==> config.mk <==
export PLATFORM = sky130hd
export DESIGN_NAME = acs_ctrl
export DESIGN_NICKNAME = d
export VERILOG_FILES = /design/src/acs_pkg.sv /design/src/acs_ctrl.sv
export VERILOG_INCLUDE_DIRS = /design/src
export SDC_FILE = /design/constraint.sdc
export NUM_CORES = 1
export LEC_CHECK = 0
export ABC_AREA = 0
export BUFFER_PORTS_ARGS = -buffer_cell sky130_fd_sc_hd__buf_2
export CAP_MARGIN = 10
export CORE_ASPECT_RATIO = 0.9
export CORE_MARGIN = 4
export CORE_UTILIZATION = 50
export CTS_CLUSTER_SIZE = 16
export DETAILED_ROUTE_END_ITERATION = 8
export PLACE_DENSITY = 0.68
export SLEW_MARGIN = 20
export SYNTH_ARGS = -nofsm -noshare
export SYNTH_HDL_FRONTEND = slang
export SYNTH_SLANG_ARGS = --single-unit
==> constraint.sdc <==
create_clock -name MCLK -period 2.3 [get_ports MCLK]
set_clock_uncertainty 0.05 [all_clocks]
set_input_delay 0.23 -clock MCLK [delete_from_list [all_inputs] [get_ports MCLK]]
set_output_delay 0.23 -clock MCLK [all_outputs]
set_load 0.01 [all_outputs]
==> src/acs_map.svh <==
// offsets, field positions, reset values and timing counts of the converter controller
`ifndef ACS_MAP_SVH
`define ACS_MAP_SVH

// clock period and timing figures
`define ACS_MCLK_PS 4000
`define ACS_TD_RST_NS 1000
`define ACS_TCONV_NS 300
`define ACS_TD_CSRDY_NS 20
`define ACS_TD_RST_CYC ((`ACS_TD_RST_NS * 1000 + `ACS_MCLK_PS - 1) / `ACS_MCLK_PS)
`define ACS_TCONV_CYC ((`ACS_TCONV_NS * 1000 + `ACS_MCLK_PS - 1) / `ACS_MCLK_PS)
`define ACS_TD_CSRDY_CYC ((`ACS_TD_CSRDY_NS * 1000 + `ACS_MCLK_PS - 1) / `ACS_MCLK_PS)

// command word fields
`define ACS_WORD_W 22
`define ACS_OPC_HI 21
`define ACS_OPC_LO 17
`define ACS_ADR_HI 16
`define ACS_ADR_LO 8
`define ACS_DAT_HI 7
`define ACS_DAT_LO 0
`define ACS_OPC_CLR 5'h10
`define ACS_OPC_RD 5'h11
`define ACS_OPC_WR 5'h12
`define ACS_OPC_SET 5'h13

// configuration registers
`define ACS_NREG 4
`define ACS_ADR_CTRL 9'h000
`define ACS_ADR_PAT0 9'h001
`define ACS_ADR_PAT1 9'h002
`define ACS_ADR_PAT2 9'h003
`define ACS_CTRL_PARITY_ENABLE 0
`define ACS_CTRL_SPAN_LO 1
`define ACS_CTRL_SPAN_HI 2
`define ACS_CTRL_PAT_EN 3
`define ACS_REG_RST 8'h00

// output word layout
`define ACS_RES_W 20
`define ACS_RD_LSB 14
`define ACS_SAT_POS 20'h7FFFF
`define ACS_SAT_NEG 20'h80000

`endif

==> src/acs_pkg.sv <==
// types of the converter state and serial frame controller
package acs_pkg;

  typedef enum logic [1:0] {
    ACS_RST = 2'b00,
    ACS_EXIT = 2'b01,
    ACS_ACQ = 2'b11,
    ACS_CNV = 2'b10
  } acs_state_t;

  typedef struct packed {
    logic [2:0] conv_sync;
    logic [2:0] cs_sync;
    logic [2:0] sclk_sync;
    logic [1:0] sdi_sync;
    acs_state_t st;
    logic [15:0] tmr;
    logic [19:0] result;
    logic frame;
    logic [4:0] cnt;
    logic [21:0] output_shift_register;
    logic [21:0] input_shift_register;
    logic [7:0] rd_byte;
    logic rd_pend;
    logic [3:0][7:0] regs;
    logic [7:0] rdy_tmr;
    logic rdy_ok;
  } acs_regs_t;

endpackage

==> src/acs_ctrl.sv <==
// converter state machine and 22-bit serial command/response frame
//
// Behaviour
// - reset pin is asynchronous, held low minimum time
// - reset: defaults, ready low, data output floating
// - after exit delay: acquire, ready goes high
// - status low converting; ready mirrors it outside frames and their ready delay
// - acquire after reset and after each conversion
// - reset falls to reset; start rises to convert
// - start edges ignored while converting
// - opcode 21:17, address 16:8, data 7:0
// - clear, set masked bits; write byte; read
// - all-zero, all-one and reserved opcodes do nothing
// - readback byte in bits 21:14, rest zero
// - pattern enable puts the PAT2..PAT0 register pattern in 21:2
// - otherwise bits 21:2 hold latest result
// - parity bits zero, or word and span parity
// - select fall: ready low, load, clear counters
// - capture edge shifts in; launch edge shifts out
// - select rise: float, delayed ready, decode command
// - fewer than 22 clocks: command is ignored
// - 22 or more clocks: last 22 bits decode
// - short frames still deliver valid output bits
// - result saturates at 80000 and 7FFFF
`timescale 1ns/1ps
`include "acs_map.svh"

module acs_ctrl
  import acs_pkg::*;
#(
  parameter int RAW_W = 24
) (
  // clock and reset
  input wire logic MCLK,
  input wire logic RESET_N,
  // conversion start pin
  input wire logic CONVERSION_START_IN,
  // serial frame pins
  input wire logic CS_N,
  input wire logic SCLK,
  input wire logic SDI,
  output logic SDO,
  output logic SDO_OE,
  output logic READY_STATUS_OUT,
  // converter core
  input wire logic signed [RAW_W-1:0] CONV_RAW,
  output logic CONVERT_STATE,
  output logic CONVERSION_ACTIVE_FLAG,
  // configuration view
  output logic PARITY_ENABLE,
  output logic PATTERN_OVERRIDE_ENABLE
);

  localparam int TD_RST_CYC = `ACS_TD_RST_CYC;
  localparam int TCONV_CYC = `ACS_TCONV_CYC;
  localparam int TD_CSRDY_CYC = `ACS_TD_CSRDY_CYC;
  localparam logic [15:0] EXIT_LAST = 16'(TD_RST_CYC - 1);
  localparam logic [15:0] CONV_LAST = 16'(TCONV_CYC - 1);
  localparam logic [7:0] RDY_LAST = 8'(TD_CSRDY_CYC - 1);
  localparam logic [4:0] FULL_CNT = 5'(`ACS_WORD_W);

  acs_regs_t q;
  acs_regs_t d;

  logic cs_fall;
  logic cs_rise;
  logic sclk_rise;
  logic sclk_fall;
  logic conv_rise;
  logic sdi_s;
  logic [4:0] cmd_opc;
  logic [8:0] cmd_adr;
  logic [7:0] cmd_dat;
  logic adr_ok;
  logic [1:0] adr_idx;
  logic [7:0] ctrl;
  logic [19:0] pattern;
  logic [19:0] payload;
  logic [21:0] word;
  logic full_par;
  logic span_par;

  // saturate the core's wide two's complement value to 20 bits
  function automatic logic [19:0] acs_sat(input logic signed [RAW_W-1:0] v);
    logic in_range;
    in_range = (v[RAW_W-1:`ACS_RES_W-1] == {(RAW_W-`ACS_RES_W+1){v[RAW_W-1]}});
    if (in_range) begin
      acs_sat = v[`ACS_RES_W-1:0];
    end else if (v[RAW_W-1]) begin
      acs_sat = `ACS_SAT_NEG;
    end else begin
      acs_sat = `ACS_SAT_POS;
    end
  endfunction

  // edges come from the second and third sync stages only
  assign cs_fall = q.cs_sync[2] & ~q.cs_sync[1];
  assign cs_rise = ~q.cs_sync[2] & q.cs_sync[1];
  assign sclk_rise = ~q.sclk_sync[2] & q.sclk_sync[1];
  assign sclk_fall = q.sclk_sync[2] & ~q.sclk_sync[1];
  assign conv_rise = ~q.conv_sync[2] & q.conv_sync[1];
  assign sdi_s = q.sdi_sync[1];

  assign cmd_opc = q.input_shift_register[`ACS_OPC_HI:`ACS_OPC_LO];
  assign cmd_adr = q.input_shift_register[`ACS_ADR_HI:`ACS_ADR_LO];
  assign cmd_dat = q.input_shift_register[`ACS_DAT_HI:`ACS_DAT_LO];
  assign adr_ok = (cmd_adr < 9'(`ACS_NREG));
  assign adr_idx = cmd_adr[1:0];

  assign ctrl = q.regs[`ACS_ADR_CTRL];
  assign pattern = {q.regs[`ACS_ADR_PAT2][3:0], q.regs[`ACS_ADR_PAT1], q.regs[`ACS_ADR_PAT0]};

  // output word: readback first, then pattern, then result
  always_comb begin
    payload = ctrl[`ACS_CTRL_PAT_EN] ? pattern : q.result;
    full_par = ^payload;
    unique case (ctrl[`ACS_CTRL_SPAN_HI:`ACS_CTRL_SPAN_LO])
      2'h0: span_par = ^payload[19:16];
      2'h1: span_par = ^payload[19:12];
      2'h2: span_par = ^payload[19:8];
      2'h3: span_par = ^payload[19:0];
    endcase
    if (q.rd_pend) begin
      word = {q.rd_byte, {`ACS_RD_LSB{1'b0}}};
    end else if (ctrl[`ACS_CTRL_PARITY_ENABLE]) begin
      word = {payload, full_par, span_par};
    end else begin
      word = {payload, 2'b00};
    end
  end

  always_comb begin
    d = q;
    d.conv_sync = {q.conv_sync[1:0], CONVERSION_START_IN};
    d.cs_sync = {q.cs_sync[1:0], CS_N};
    d.sclk_sync = {q.sclk_sync[1:0], SCLK};
    d.sdi_sync = {q.sdi_sync[0], SDI};

    // conversion state machine; the reset state is only left after release
    unique case (q.st)
      ACS_RST: begin
        d.st = ACS_EXIT;
        d.tmr = 16'h0000;
      end
      ACS_EXIT: begin
        d.tmr = q.tmr + 16'h0001;
        if (q.tmr == EXIT_LAST) begin
          d.st = ACS_ACQ;
        end
      end
      ACS_ACQ: begin
        if (conv_rise) begin
          d.st = ACS_CNV;
          d.tmr = 16'h0000;
        end
      end
      ACS_CNV: begin
        // start edges are simply not looked at here
        d.tmr = q.tmr + 16'h0001;
        if (q.tmr == CONV_LAST) begin
          d.st = ACS_ACQ;
          d.result = acs_sat(CONV_RAW);
        end
      end
    endcase

    // delayed ready after a frame ends
    if (!q.rdy_ok) begin
      d.rdy_tmr = q.rdy_tmr + 8'h01;
      if (q.rdy_tmr == RDY_LAST) begin
        d.rdy_ok = 1'b1;
      end
    end

    if (cs_fall) begin
      d.frame = 1'b1;
      d.cnt = 5'h00;
      d.input_shift_register = 22'h000000;
      d.output_shift_register = word;
      d.rd_pend = 1'b0;
    end else if (cs_rise) begin
      d.frame = 1'b0;
      d.rdy_ok = 1'b0;
      d.rdy_tmr = 8'h00;
      // short frames leave the registers and readback untouched
      if (q.frame && q.cnt >= FULL_CNT) begin
        unique case (cmd_opc)
          `ACS_OPC_CLR: begin
            if (adr_ok) begin
              d.regs[adr_idx] = q.regs[adr_idx] & ~cmd_dat;
            end
          end
          `ACS_OPC_SET: begin
            if (adr_ok) begin
              d.regs[adr_idx] = q.regs[adr_idx] | cmd_dat;
            end
          end
          `ACS_OPC_WR: begin
            if (adr_ok) begin
              d.regs[adr_idx] = cmd_dat;
            end
          end
          `ACS_OPC_RD: begin
            if (adr_ok) begin
              d.rd_byte = q.regs[adr_idx];
              d.rd_pend = 1'b1;
            end
          end
          default: begin
            // nop words and reserved opcodes
            d.rd_pend = q.rd_pend;
          end
        endcase
      end
    end else if (q.frame) begin
      if (sclk_rise) begin
        // counter saturates at 22 so that any longer frame stays long
        if (q.cnt < FULL_CNT) begin
          d.cnt = q.cnt + 5'h01;
        end
        d.input_shift_register = {q.input_shift_register[20:0], sdi_s};
      end
      if (sclk_fall) begin
        d.output_shift_register = {q.output_shift_register[20:0], 1'b0};
      end
    end
  end

  always_ff @(posedge MCLK or negedge RESET_N) begin
    if (!RESET_N) begin
      q.conv_sync <= 3'h0;
      q.cs_sync <= 3'h7;
      q.sclk_sync <= 3'h0;
      q.sdi_sync <= 2'h0;
      q.st <= ACS_RST;
      q.tmr <= 16'h0000;
      q.result <= 20'h00000;
      q.frame <= 1'b0;
      q.cnt <= 5'h00;
      q.output_shift_register <= 22'h000000;
      q.input_shift_register <= 22'h000000;
      q.rd_byte <= 8'h00;
      q.rd_pend <= 1'b0;
      q.regs <= {`ACS_NREG{`ACS_REG_RST}};
      q.rdy_tmr <= 8'h00;
      q.rdy_ok <= 1'b1;
    end else begin
      q <= d;
    end
  end

  // the status line is low while converting and during reset exit
  assign CONVERSION_ACTIVE_FLAG = (q.st == ACS_ACQ);
  assign CONVERT_STATE = (q.st == ACS_CNV);
  assign READY_STATUS_OUT = CONVERSION_ACTIVE_FLAG & ~q.frame & q.rdy_ok;
  assign SDO = q.output_shift_register[21];
  assign SDO_OE = q.frame;
  assign PARITY_ENABLE = ctrl[`ACS_CTRL_PARITY_ENABLE];
  assign PATTERN_OVERRIDE_ENABLE = ctrl[`ACS_CTRL_PAT_EN];

  localparam int A_EXIT = `ACS_TD_RST_CYC;
  localparam int A_CONV = `ACS_TCONV_CYC;
endmodule // acs_ctrl

After elaboration in Yosys (flattened, before gate mapping)
Index checks and enable logic that the tools add are counted.

operators by class
  add/sub/neg operators = 3
  order comparisons = 5
  equal/unequal tests = 21
  multiplexer cells = 37
  bitwise logic cells = 17
  reduce and logical (&&, ||, !) cells = 25

operators with widths
  operator               number
  $mux 49                2
  $bwmux 32              3
  $mux 32                3
  $pmux 32 s3            1
  $pmux 18 s4            1
  $mux 22                3
  $mux 20                3
  $mux 50                1
  $mux 42                1
  $mux 33                1
  $eq 5x5->1 const B     4
  $reduce_xor 20->1      1
  $mux 18                1
  $mux 9                 2
  $add 16x1->16 const B  1
  $bmux 8 s2             1
  $demux 8 s2            1
  $eq 16x7->1 const B    1
  $eq 16x8->1 const B    1
  $mux 8                 2
  $reduce_bool 2->1      8
  $reduce_xor 12->1      1
  $mux 5                 2
  $ne 2x2->1 const B     5
  30 further kinds       58

storage, ports and cells
  bits in registers = 149
  input port bits = 30
  output and inout port bits = 7
  word-level logic and storage cells = 127

Depth between registers and ports, before layout
Gate-level depths: netlist of the first run.

  word-level depth = 10
  gate-level depth with buffers = 10
  gate-level depth less buffers = 9

Worst setup path before layout of the first run
No wires, ideal clock.

  path type = reg-to-reg
  start point = reg q (netlist bit d[145])
  end point = reg with a tool-made name
  setup time = 124 ps
  arrival time = 1943 ps
  data required time = 2126 ps
  slack = 183 ps
  stages on the path, launching flop included = 10
  path buffers = 3
  clock period less this slack = 2117 ps
  cells stage by stage = dfstp_2 > ha_1 > clkbuf_1 > nand2_1 > nor4_2 > or3b_1 > buf_6 > buf_6 > nand2_1 > o21ai_2

RTL lines
  item                line            RTL
  start: declaration  acs_ctrl.sv:62  acs_regs_t q;

Worst setup path after layout of the first run
  start point = reg q[131] (netlist bit)
  end point = reg q[112] (netlist bit)

between the ends
  cells in the longest elaborated chain, start to end = 2

RTL lines
  item                        line             RTL
  $eq 16x7->1                 acs_ctrl.sv:160  if (q.tmr == CONV_LAST) begin
  $reduce_and 2->1 (no line)  n/a

Every way passes these cells.
A chain may end at the register's enable or synchronous reset.

==> reports/qor.csv, run 1 <==
metric;value;unit
status;finished clean;
ir_drop;604.6;uV
ys_warn_count;0;
fmax;479.9;MHz
die_h;124.1;um
hold_viol;0;
startpoint_type;register;
drv_cap;0;
core_region_area;14710;um^2
hpwlAfterDp;12090;um
antenna_cells;0;
ys_seq_area_share;49.83;%
yosysTopAreaCell;dfrtp_1;
yosys-top-cells-area;dfrtp_1 (48%), nand2_1 (5.4%), o21ai_0 (5.4%);
crit_required;2.55;ns
syn_area;7492;um^2
dp.cells;1006;
synth_flop_cell;dfrtp_1;
wl_per_cell;16.39;um
cts_buffer_depth;2;
cts.clk_slew.worst_paths;0.06;ns
synth_seq_cells;149;
numCtsBuffers;17;
drt_first_pass_iters;5;
synth-edff-count;0;
cts.sinks;149;
die_area;17010;um^2
path_class;register to register;
synth_area_per_cell;9.581;um^2
cts_tree;yes;
finalCritPeriodShare;90.60;%
grt_setup_unrepaired;no;
worstSetupStartpoint;q[131];
timing.final.max_slew_violations;0;
clk_latency;0.43;ns
tightestPinTransition;0.6274;ns
reg2reg_depth;7;
gp_congestion;0.8502;
ant_nets;0;
netlist_instances;782;
worstPathArrival;2.33;ns
p_per_area;735.3;nW/um^2
grt_pass1_wl;28870;um
rr_endpoint;q[112];
antenna_found_initial;0;
rrSetupSlack;0.22;ns
yosysMostFrequentCell;dfrtp_1;
nets;894;
grt_pass1_vias;5668;
synth_top_area_share;48.43;%
chipWidth;137.0;um
setup_viol;0;
crit_end;q[112];
viasPerCell;5.446;
ios;37;
drc_errors;0;
areaGrowthSynthToFinish;18.04;%
grt_max_degree;61;
timing.rr.start;q[131];
port_buffers;36;
crit_path_end_kind;register;
synthTopCellsByCount;dfrtp_1 (145), nand2_1 (108), o21ai_0 (81);
drt-initial-drc-count;348;
initial_utilization;50.92;%
hp-class;primary input to register;
root_buffer;clkbuf_16;
placementRows;42;
wirelength;17400;um
slew_headroom;57.58;%
postCtsSetupBuffers;0;
htreeDepth;4;
critPathMaxFanout;19;
grt_usage;22.00;%
grt_overflow;0;
final_cells;1061;
async_flop_share;100.0;%
synth_cell_types;47;
power_leakage;3.737;nW
vias;5778;
synth_fp_nets;826;
drive_gt1_share;16.57;%
finalSetupTns;0;ns
whs;0.02021;ns
post-route-min-period;2.084;ns
logic make-up (layout without fill, tap and decap cells):
| kind of cell | count (synthesis) | after routing | synth area share, % |
|---|---|---|---|
| AO/OA/AOI/OAI | 170 | 170 | 11.94 |
| XOR/XNOR | 41 | 41 | 4.977 |
| adder cells (fa/ha/maj) | 14 | 14 | 2.338 |
| buffers and inverters | 60 | 141 | 3.440 |
| multiplexers | 57 | 57 | 9.319 |
| flip-flops | 149 | 149 | 49.83 |
| AND/OR/NAND/NOR | 291 | 291 | 18.15 |
report_power, final:
group          switching (W)  internal (W)
logic               0.000339      0.000297
clock network        0.00108       0.00179
registers           0.000180       0.00282
total                0.00159       0.00491
per-stage QoR:
| step | setup slack (ns) | total power, W | instance area, um^2 | utilization, % |
|---|---|---|---|---|
| after global routing | 0.006348 | 0.006770 | 8843 | 60.10 |
| after floorplan | 0.1834 | 0.003418 | 7492 | - |
| final | 0.2162 | 0.006503 | 8843 | 60.10 |
| after CTS | 0.06207 | 0.006560 | 8827 | 59.99 |
| after detailed placement | 0.09260 | 0.003654 | 8003 | 54.39 |
| after global placement | 0.1248 | 0.003615 | 8003 | 54.39 |
cells in the final DEF, fill, tap and decap left out, drive strengths merged, types with 8 or more instances in the layout:
master       Yosys  layout
mux2            22      22
dlygate4sd3      0      23
ha              14      14
nor2b           15      15
clkbuf          33      24
mux2i           27      27
buf             10      69
nand2b          27      27
xnor2           11      11
nand3           17      17
xor2            29      29
a21oi           63      63
nand2          109     109
dfrtp          145     145
mux4             8       8
nor2            80      80
o21ai           91      91
inv             17      17
worst max-delay path, stage by stage (launching register included):
cell     delay (ns)
dfrtp_1        0.43
nor4b_1        0.32
nand3_1        0.20
nor3_2         0.19
buf_4          0.24
o21a_1         0.16
buf_4          0.25
a21oi_1        0.11
area by class of cell:
class,instances,area [um^2]
clock buffers,24,481.7
clock inverters,8,122.6
fillers,1260,5871
inverters,17,63.81
multi-input cells,573,3516
flip-flops and latches,149,3735
well taps,198,247.7
repair buffers,92,676.9
what timing repair did:
item	in CTS	in global routing
resized for setup	0	3
hold buffers	22	1
endpoints found under the hold margin	75	1
endpoints found under the setup margin	0	15
layer usage:
metal / wire (um) / part of all wire [%] / vias up / track usage [%]
met1: 8092 / 47 / 2799 / 30.69
met2: 8008 / 46 / 142 / 33.30
met5: 0 / 0 / - / 0
met4: 345 / 2.0 / 0 / 7.606
met3: 948 / 5.4 / 30 / 6.058
li1: - / - / 2807 / -
how the worst min path moves through the flow:
stage	startpoint	to	slack (ns)	depth (start not counted)
3_3_place_gp	RESET_N	q[97]	0.19	1
4_1_cts	CONV_RAW[18]	q[118]	0.002	3
5_1_grt	CONV_RAW[8]	q[108]	0.01	3
2_1_floorplan	RESET_N	SDO	-0.12	0
3_5_place_dp	RESET_N	q[97]	0.20	1
6_report	CONV_RAW[18]	q[118]	0.02	3
Power figures use the tool's default switching activity.
==> run 2, diff against run 1 <==
--- a/config.mk
+++ b/config.mk
@@ -14,6 +14,7 @@
 export CORE_UTILIZATION = 50
 export CTS_CLUSTER_SIZE = 16
 export DETAILED_ROUTE_END_ITERATION = 8
+export MAX_ROUTING_LAYER = met4
 export PLACE_DENSITY = 0.68
 export SLEW_MARGIN = 20
 export SYNTH_ARGS = -nofsm -noshare
==> reports/qor.csv, run 2 (same netlist as run 1, synthesis figures left out) <==
metric;value;unit;change
status;finished clean;;unchanged
grt_pass1_vias;5678;;was 5668
final_common_cell;dfrtp_1;;unchanged
p_sw;0.001592;W;was 0.001595 W
finalSetupTns;0;ns;unchanged
total_power;0.006499;W;was 0.006503 W
path_class;register to register;;unchanged
cts_tree;yes;;unchanged
p_int;0.004907;W;was 0.004908 W
power_frac_clock;44.0;%;was 44.1%
netSwitchingFraction;24.49;%;was 24.53%
placementRows;42;;unchanged
core_region_area;14710;um^2;unchanged
rrSetupSlack;0.22;ns;about the same
cts.clk_slew.worst_paths;0.06;ns;about the same
ios;37;;unchanged
gp_congestion;0.8636;;was 0.8502
cts_buffer_depth;2;;unchanged
post-route-min-period;2.081;ns;was 2.084 ns
timing.final.max_slew_violations;0;;unchanged
grt_overflow;0;;unchanged
multi_input_area;3516;um^2;unchanged
numCtsBuffers;17;;unchanged
antenna_found_initial;0;;unchanged
die_area;17010;um^2;unchanged
rr_endpoint;q[72];;was q[112]
cts.sinks;149;;unchanged
regArea;3735;um^2;unchanged
vias;5803;;was 5778
chipWidth;137.0;um;unchanged
fmax;480.6;MHz;was 479.9 MHz
worstPathArrival;2.36;ns;was 2.33 ns
critPathMaxFanout;10;;was 19
viasPerCell;5.475;;was 5.446
power_leakage;3.733;nW;was 3.737 nW
path_cells;buf_4 > mux2i_1 > xnor2_1 > xor2_1 > or3_1 > nand4_1 > a221oi_1;;was nor4b_1 > nand3_1 > nor3_2 > buf_4 > o21a_1 > buf_4 > a21oi_1
drc_errors;0;;unchanged
port_buffers;36;;unchanged
startpoint_type;register;;unchanged
hold_start;CONV_RAW[23];;was CONV_RAW[18]
final_cells;1060;;was 1061
postCtsSetupBuffers;0;;unchanged
ir_drop;601.7;uV;was 604.6 uV
root_buffer;clkbuf_16;;unchanged
holdPathStages;2;;was 3
die_h;124.1;um;unchanged
final_cell_mix;dfrtp_1 (144), nand2_1 (107), o21ai_0 (81);;unchanged
setup_viol;0;;unchanged
hp-class;primary input to register;;unchanged
tightestPinTransition;0.6186;ns;was 0.6274 ns
grt_setup_unrepaired;no;;unchanged
areaGrowthSynthToFinish;17.90;%;was 18.04%
wl_per_cell;16.40;um;was 16.39 um
htreeDepth;4;;unchanged
cp_slowest_cell;dfrtp_1;;unchanged
initial_utilization;50.92;%;unchanged
drt_first_pass_iters;5;;unchanged
seq_power_share;46.2;%;about the same
grt_max_degree;61;;unchanged
p_per_area;735.7;nW/um^2;was 735.3 nW/um^2
hpwlAfterDp;12090;um;unchanged
dp.cells;1006;;unchanged
slew_headroom;58.18;%;was 57.58%
ant_nets;0;;unchanged
wirelength;17390;um;was 17400 um
comb_power_share;9.8;%;about the same
clk_latency;0.43;ns;about the same
grt_pass1_wl;28900;um;was 28870 um
drt-initial-drc-count;346;;was 348
crit_required;2.58;ns;was 2.55 ns
hold_viol;0;;unchanged
reg2reg_depth;7;;unchanged
antenna_cells;0;;unchanged
grt_usage;22.59;%;was 22.00%
finalCritPeriodShare;90.47;%;was 90.60%
drive_gt1_share;16.59;%;was 16.57%
n_fill_cell;1260;;unchanged
slowest_delay;0.47;ns;was 0.43 ns
drv_cap;0;;unchanged
nets;893;;was 894
min_to;q[119];;was q[118]
crit_path_end_kind;register;;unchanged
-- run 2: cell types whose count changed in the layout (fill, tap and decap cells not counted), sizes merged --
cell,before,now
dlygate4sd3,23,22
-- run 2: layout make-up --
type | count | share of cell area (%)
tap | 198 | 2.805
timing repair buffer | 91 | 7.550
multi-input combinational | 573 | 39.80
clock inverter | 8 | 1.388
sequential | 149 | 42.28
inverter | 17 | 0.7224
clock buffer | 24 | 5.453
-- run 2: how the worst max path moves through the flow --
stage	start	endpoint	slack, ns	cells after the start
2_1_floorplan	d[145]	register	0.18	9
3_3_place_gp	q[94]	register	0.12	8
3_5_place_dp	q[94]	register	0.09	8
4_1_cts	q[94]	register	0.06	8
5_1_grt	d[145]	cmd_adr[3]	0.007	5
6_report	register	q[72]	0.22	7
-- run 2: layer usage --
| layer | GRT usage (%) | wire (um) |
|---|---|---|
| met2 | 33.46 | 8101 |
| met5 | - | 0 |
| met1 | 30.63 | 8078 |
| met3 | 5.937 | 865 |
| met4 | 7.232 | 340 |
-- run 2: power groups by stage --
stage / clock network [W] / registers (W) / logic, W
floorplan: 0 / 0.00299 / 0.000425
global placement: 0 / 0.00303 / 0.000583
detailed placement: 0 / 0.00304 / 0.000609
CTS: 0.00291 / 0.00300 / 0.000646
global route: 0.00300 / 0.00303 / 0.000731
finish: 0.00286 / 0.00300 / 0.000634
-- run 2: through the flow --
| step | worst slack (ns) | hold slack (ns) | util (%) | instance area, um^2 |
|---|---|---|---|---|
| after floorplan | 0.1834 | -0.1156 | - | 7492 |
| after detailed placement | 0.09260 | 0.1992 | 54.39 | 8003 |
| after global placement | 0.1248 | 0.1944 | 54.39 | 8003 |
| after CTS | 0.06207 | 0.001942 | 59.99 | 8827 |
| final | 0.2192 | 0.01754 | 60.03 | 8833 |
| after global routing | 0.006584 | 0.001125 | 60.03 | 8833 |
-- run 2: critical path, delay by kind of cell (launching register included) --
family / cells / cell delay (ns)
compound gates: 1 / 0.31
flops: 1 / 0.47
xor+xnor: 2 / 0.41
mux: 1 / 0.25
simple gates: 2 / 0.24
buf+inv: 1 / 0.25
-- run 2: repair_timing --
action	CTS	global route
endpoints found under the hold margin	75	0
hold buffers	22	0
gates resized for setup	0	3
endpoints found under the setup margin	0	16
==> run 3, diff against run 2 <==
--- a/config.mk
+++ b/config.mk
@@ -11,11 +11,11 @@
 export CAP_MARGIN = 10
 export CORE_ASPECT_RATIO = 0.9
 export CORE_MARGIN = 4
-export CORE_UTILIZATION = 50
+export CORE_UTILIZATION = 49
 export CTS_CLUSTER_SIZE = 16
 export DETAILED_ROUTE_END_ITERATION = 8
 export MAX_ROUTING_LAYER = met4
-export PLACE_DENSITY = 0.68
+export PLACE_DENSITY = 0.67
 export SLEW_MARGIN = 20
 export SYNTH_ARGS = -nofsm -noshare
 export SYNTH_HDL_FRONTEND = slang
==> reports/qor.csv, run 3 (same netlist as run 1, synthesis figures left out) <==
metric;value;unit;change
status;finished clean;;unchanged
hp-class;primary input to register;;unchanged
drt-initial-drc-count;397;;was 346
antenna_cells;0;;unchanged
grt_overflow;0;;unchanged
grt_pass1_vias;5745;;was 5678
crit_required;2.57;ns;was 2.58 ns
setup_viol;0;;unchanged
cts_buffer_depth;2;;unchanged
holdPathStages;3;;was 2
hold_viol;0;;unchanged
fmax;458.1;MHz;was 480.6 MHz
hpwlAfterDp;12030;um;was 12090 um
ir_drop;611.6;uV;was 601.7 uV
ios;37;;unchanged
post-route-min-period;2.183;ns;was 2.081 ns
path_class;register to register;;unchanged
root_buffer;clkbuf_16;;unchanged
grt_setup_unrepaired;no;;unchanged
cts_tree;yes;;unchanged
port_buffers;36;;unchanged
die_area;17340;um^2;was 17010 um^2
stdcell_area;8847;um^2;was 8833 um^2
rr_endpoint;q[72];;unchanged
ant_nets;0;;unchanged
tightestPinTransition;0.6500;ns;was 0.6186 ns
crit_path_end_kind;register;;unchanged
timing.rr.start;q[110];;
cts.sinks;149;;unchanged
min_to;q[117];;was q[119]
initial_utilization;50.38;%;was 50.92%
vias;5843;;was 5803
drt_first_pass_iters;5;;unchanged
grt_usage;21.60;%;was 22.59%
finalSetupTns;0;ns;unchanged
rrSetupSlack;0.12;ns;was 0.22 ns
drive_gt1_share;16.90;%;was 16.59%
viasPerCell;5.533;;was 5.475
final.setup.worst_slack;0.1171;ns;was 0.2192 ns
grt_pass1_wl;29520;um;was 28900 um
final_common_cell;dfrtp_1;;unchanged
cts.clk_slew.worst_paths;0.06;ns;about the same
final_cell_mix;dfrtp_1 (143), nand2_1 (107), o21ai_0 (81);;was dfrtp_1 (144), nand2_1 (107), o21ai_0 (81)
die_h;125.3;um;was 124.1 um
grt_max_degree;65;;was 61
core_region_area;14870;um^2;was 14710 um^2
postCtsSetupBuffers;0;;unchanged
finalCritPeriodShare;94.91;%;was 90.47%
critPathMaxFanout;3;;was 10
worstPathArrival;2.45;ns;was 2.36 ns
gp_congestion;0.8822;;was 0.8636
startpoint_type;register;;unchanged
nets;889;;was 893
htreeDepth;4;;unchanged
hold_start;CONV_RAW[17];;was CONV_RAW[23]
power_leakage;3.724;nW;was 3.733 nW
wirelength;17500;um;was 17390 um
timing.final.max_slew_violations;0;;unchanged
slew_headroom;56.67;%;was 58.18%
placementRows;42;;unchanged
areaGrowthSynthToFinish;18.09;%;was 17.90%
numCtsBuffers;17;;unchanged
worstSetupStartpoint;q[110];;
p_per_area;749.0;nW/um^2;was 735.7 nW/um^2
clk_latency;0.42;ns;was 0.43 ns
drv_cap;0;;unchanged
dpl_worst_slack;0.08448;ns;was 0.09260 ns
chipWidth;138.3;um;was 137.0 um
antenna_found_initial;0;;unchanged
wl_per_cell;16.57;um;was 16.40 um
place_area;7993;um^2;was 8003 um^2
drc_errors;0;;unchanged
reg2reg_depth;7;;unchanged
## run 3: cell types whose count changed in the layout (fill, tap and decap cells not counted), moves of 2 or more
cell,previous run,this run
clkinv_4,0,2
inv_6,0,2
clkbuf_1,4,1
buf_4,32,28
clkbuf_8,3,0
## run 3: where the power goes
part           total, W  switching [W]  internal (W)
clock           0.00297        0.00115       0.00183
sequential      0.00301       0.000187       0.00282
combinational  0.000643       0.000346      0.000298
total           0.00663        0.00168       0.00495
## run 3: metal layers
layer | part of all wire, % | GRT usage [%] | vias up
met5 | 0 | - | -
met4 | 1.8 | 7.670 | 0
met3 | 4.5 | 4.009 | 26
met2 | 46 | 32.52 | 145
met1 | 47 | 29.62 | 2868
li1 | - | - | 2804
## run 3: repair_timing
item | 4_1_cts | 5_1_grt
endpoints found under the setup margin | 0 | 21
hold buffers | 21 | 0
endpoints found under the hold margin | 59 | 0
resized for setup | 0 | 5
## run 3: through the flow
stage               hold slack, ns  cells  power (W)  util (%)
global placement            0.1316   1003   0.003608     53.74
global route              0.009867   1056   0.006920     59.49
CTS                       0.002785   1056   0.006679     59.40
finish                     0.01069   1056   0.006627     59.49
detailed placement          0.1376   1003   0.003653     53.74
floorplan                  -0.1156    782   0.003418         -
## run 3: cell type report
class,count,area (um^2)
Clock buffer,18,429.2
Clock inverter,14,201.4
Fill cell,1238,6025
Inverter,17,63.81
Multi-Input combinational cell,573,3522
Sequential cell,149,3736
Tap cell,198,247.7
Timing Repair Buffer,87,646.9
## run 3: worst max path at each step
stage	end	slack, ns	cells past startpoint
detailed placement	register	0.08	8
finish	q[72]	0.12	7
global route	q[72]	0.02	7
floorplan	register	0.18	9
global placement	register	0.15	8
CTS	register	0.05	8
## run 3: worst max-delay path, cell delays in order, from the launching register on
cell and delay, ns:
dfrtp_1 0.41, xor2_1 0.21, mux2i_1 0.13, xnor2_1 0.32
xnor3_1 0.55, nand2_1 0.13, nor3_1 0.05, a221oi_1 0.23
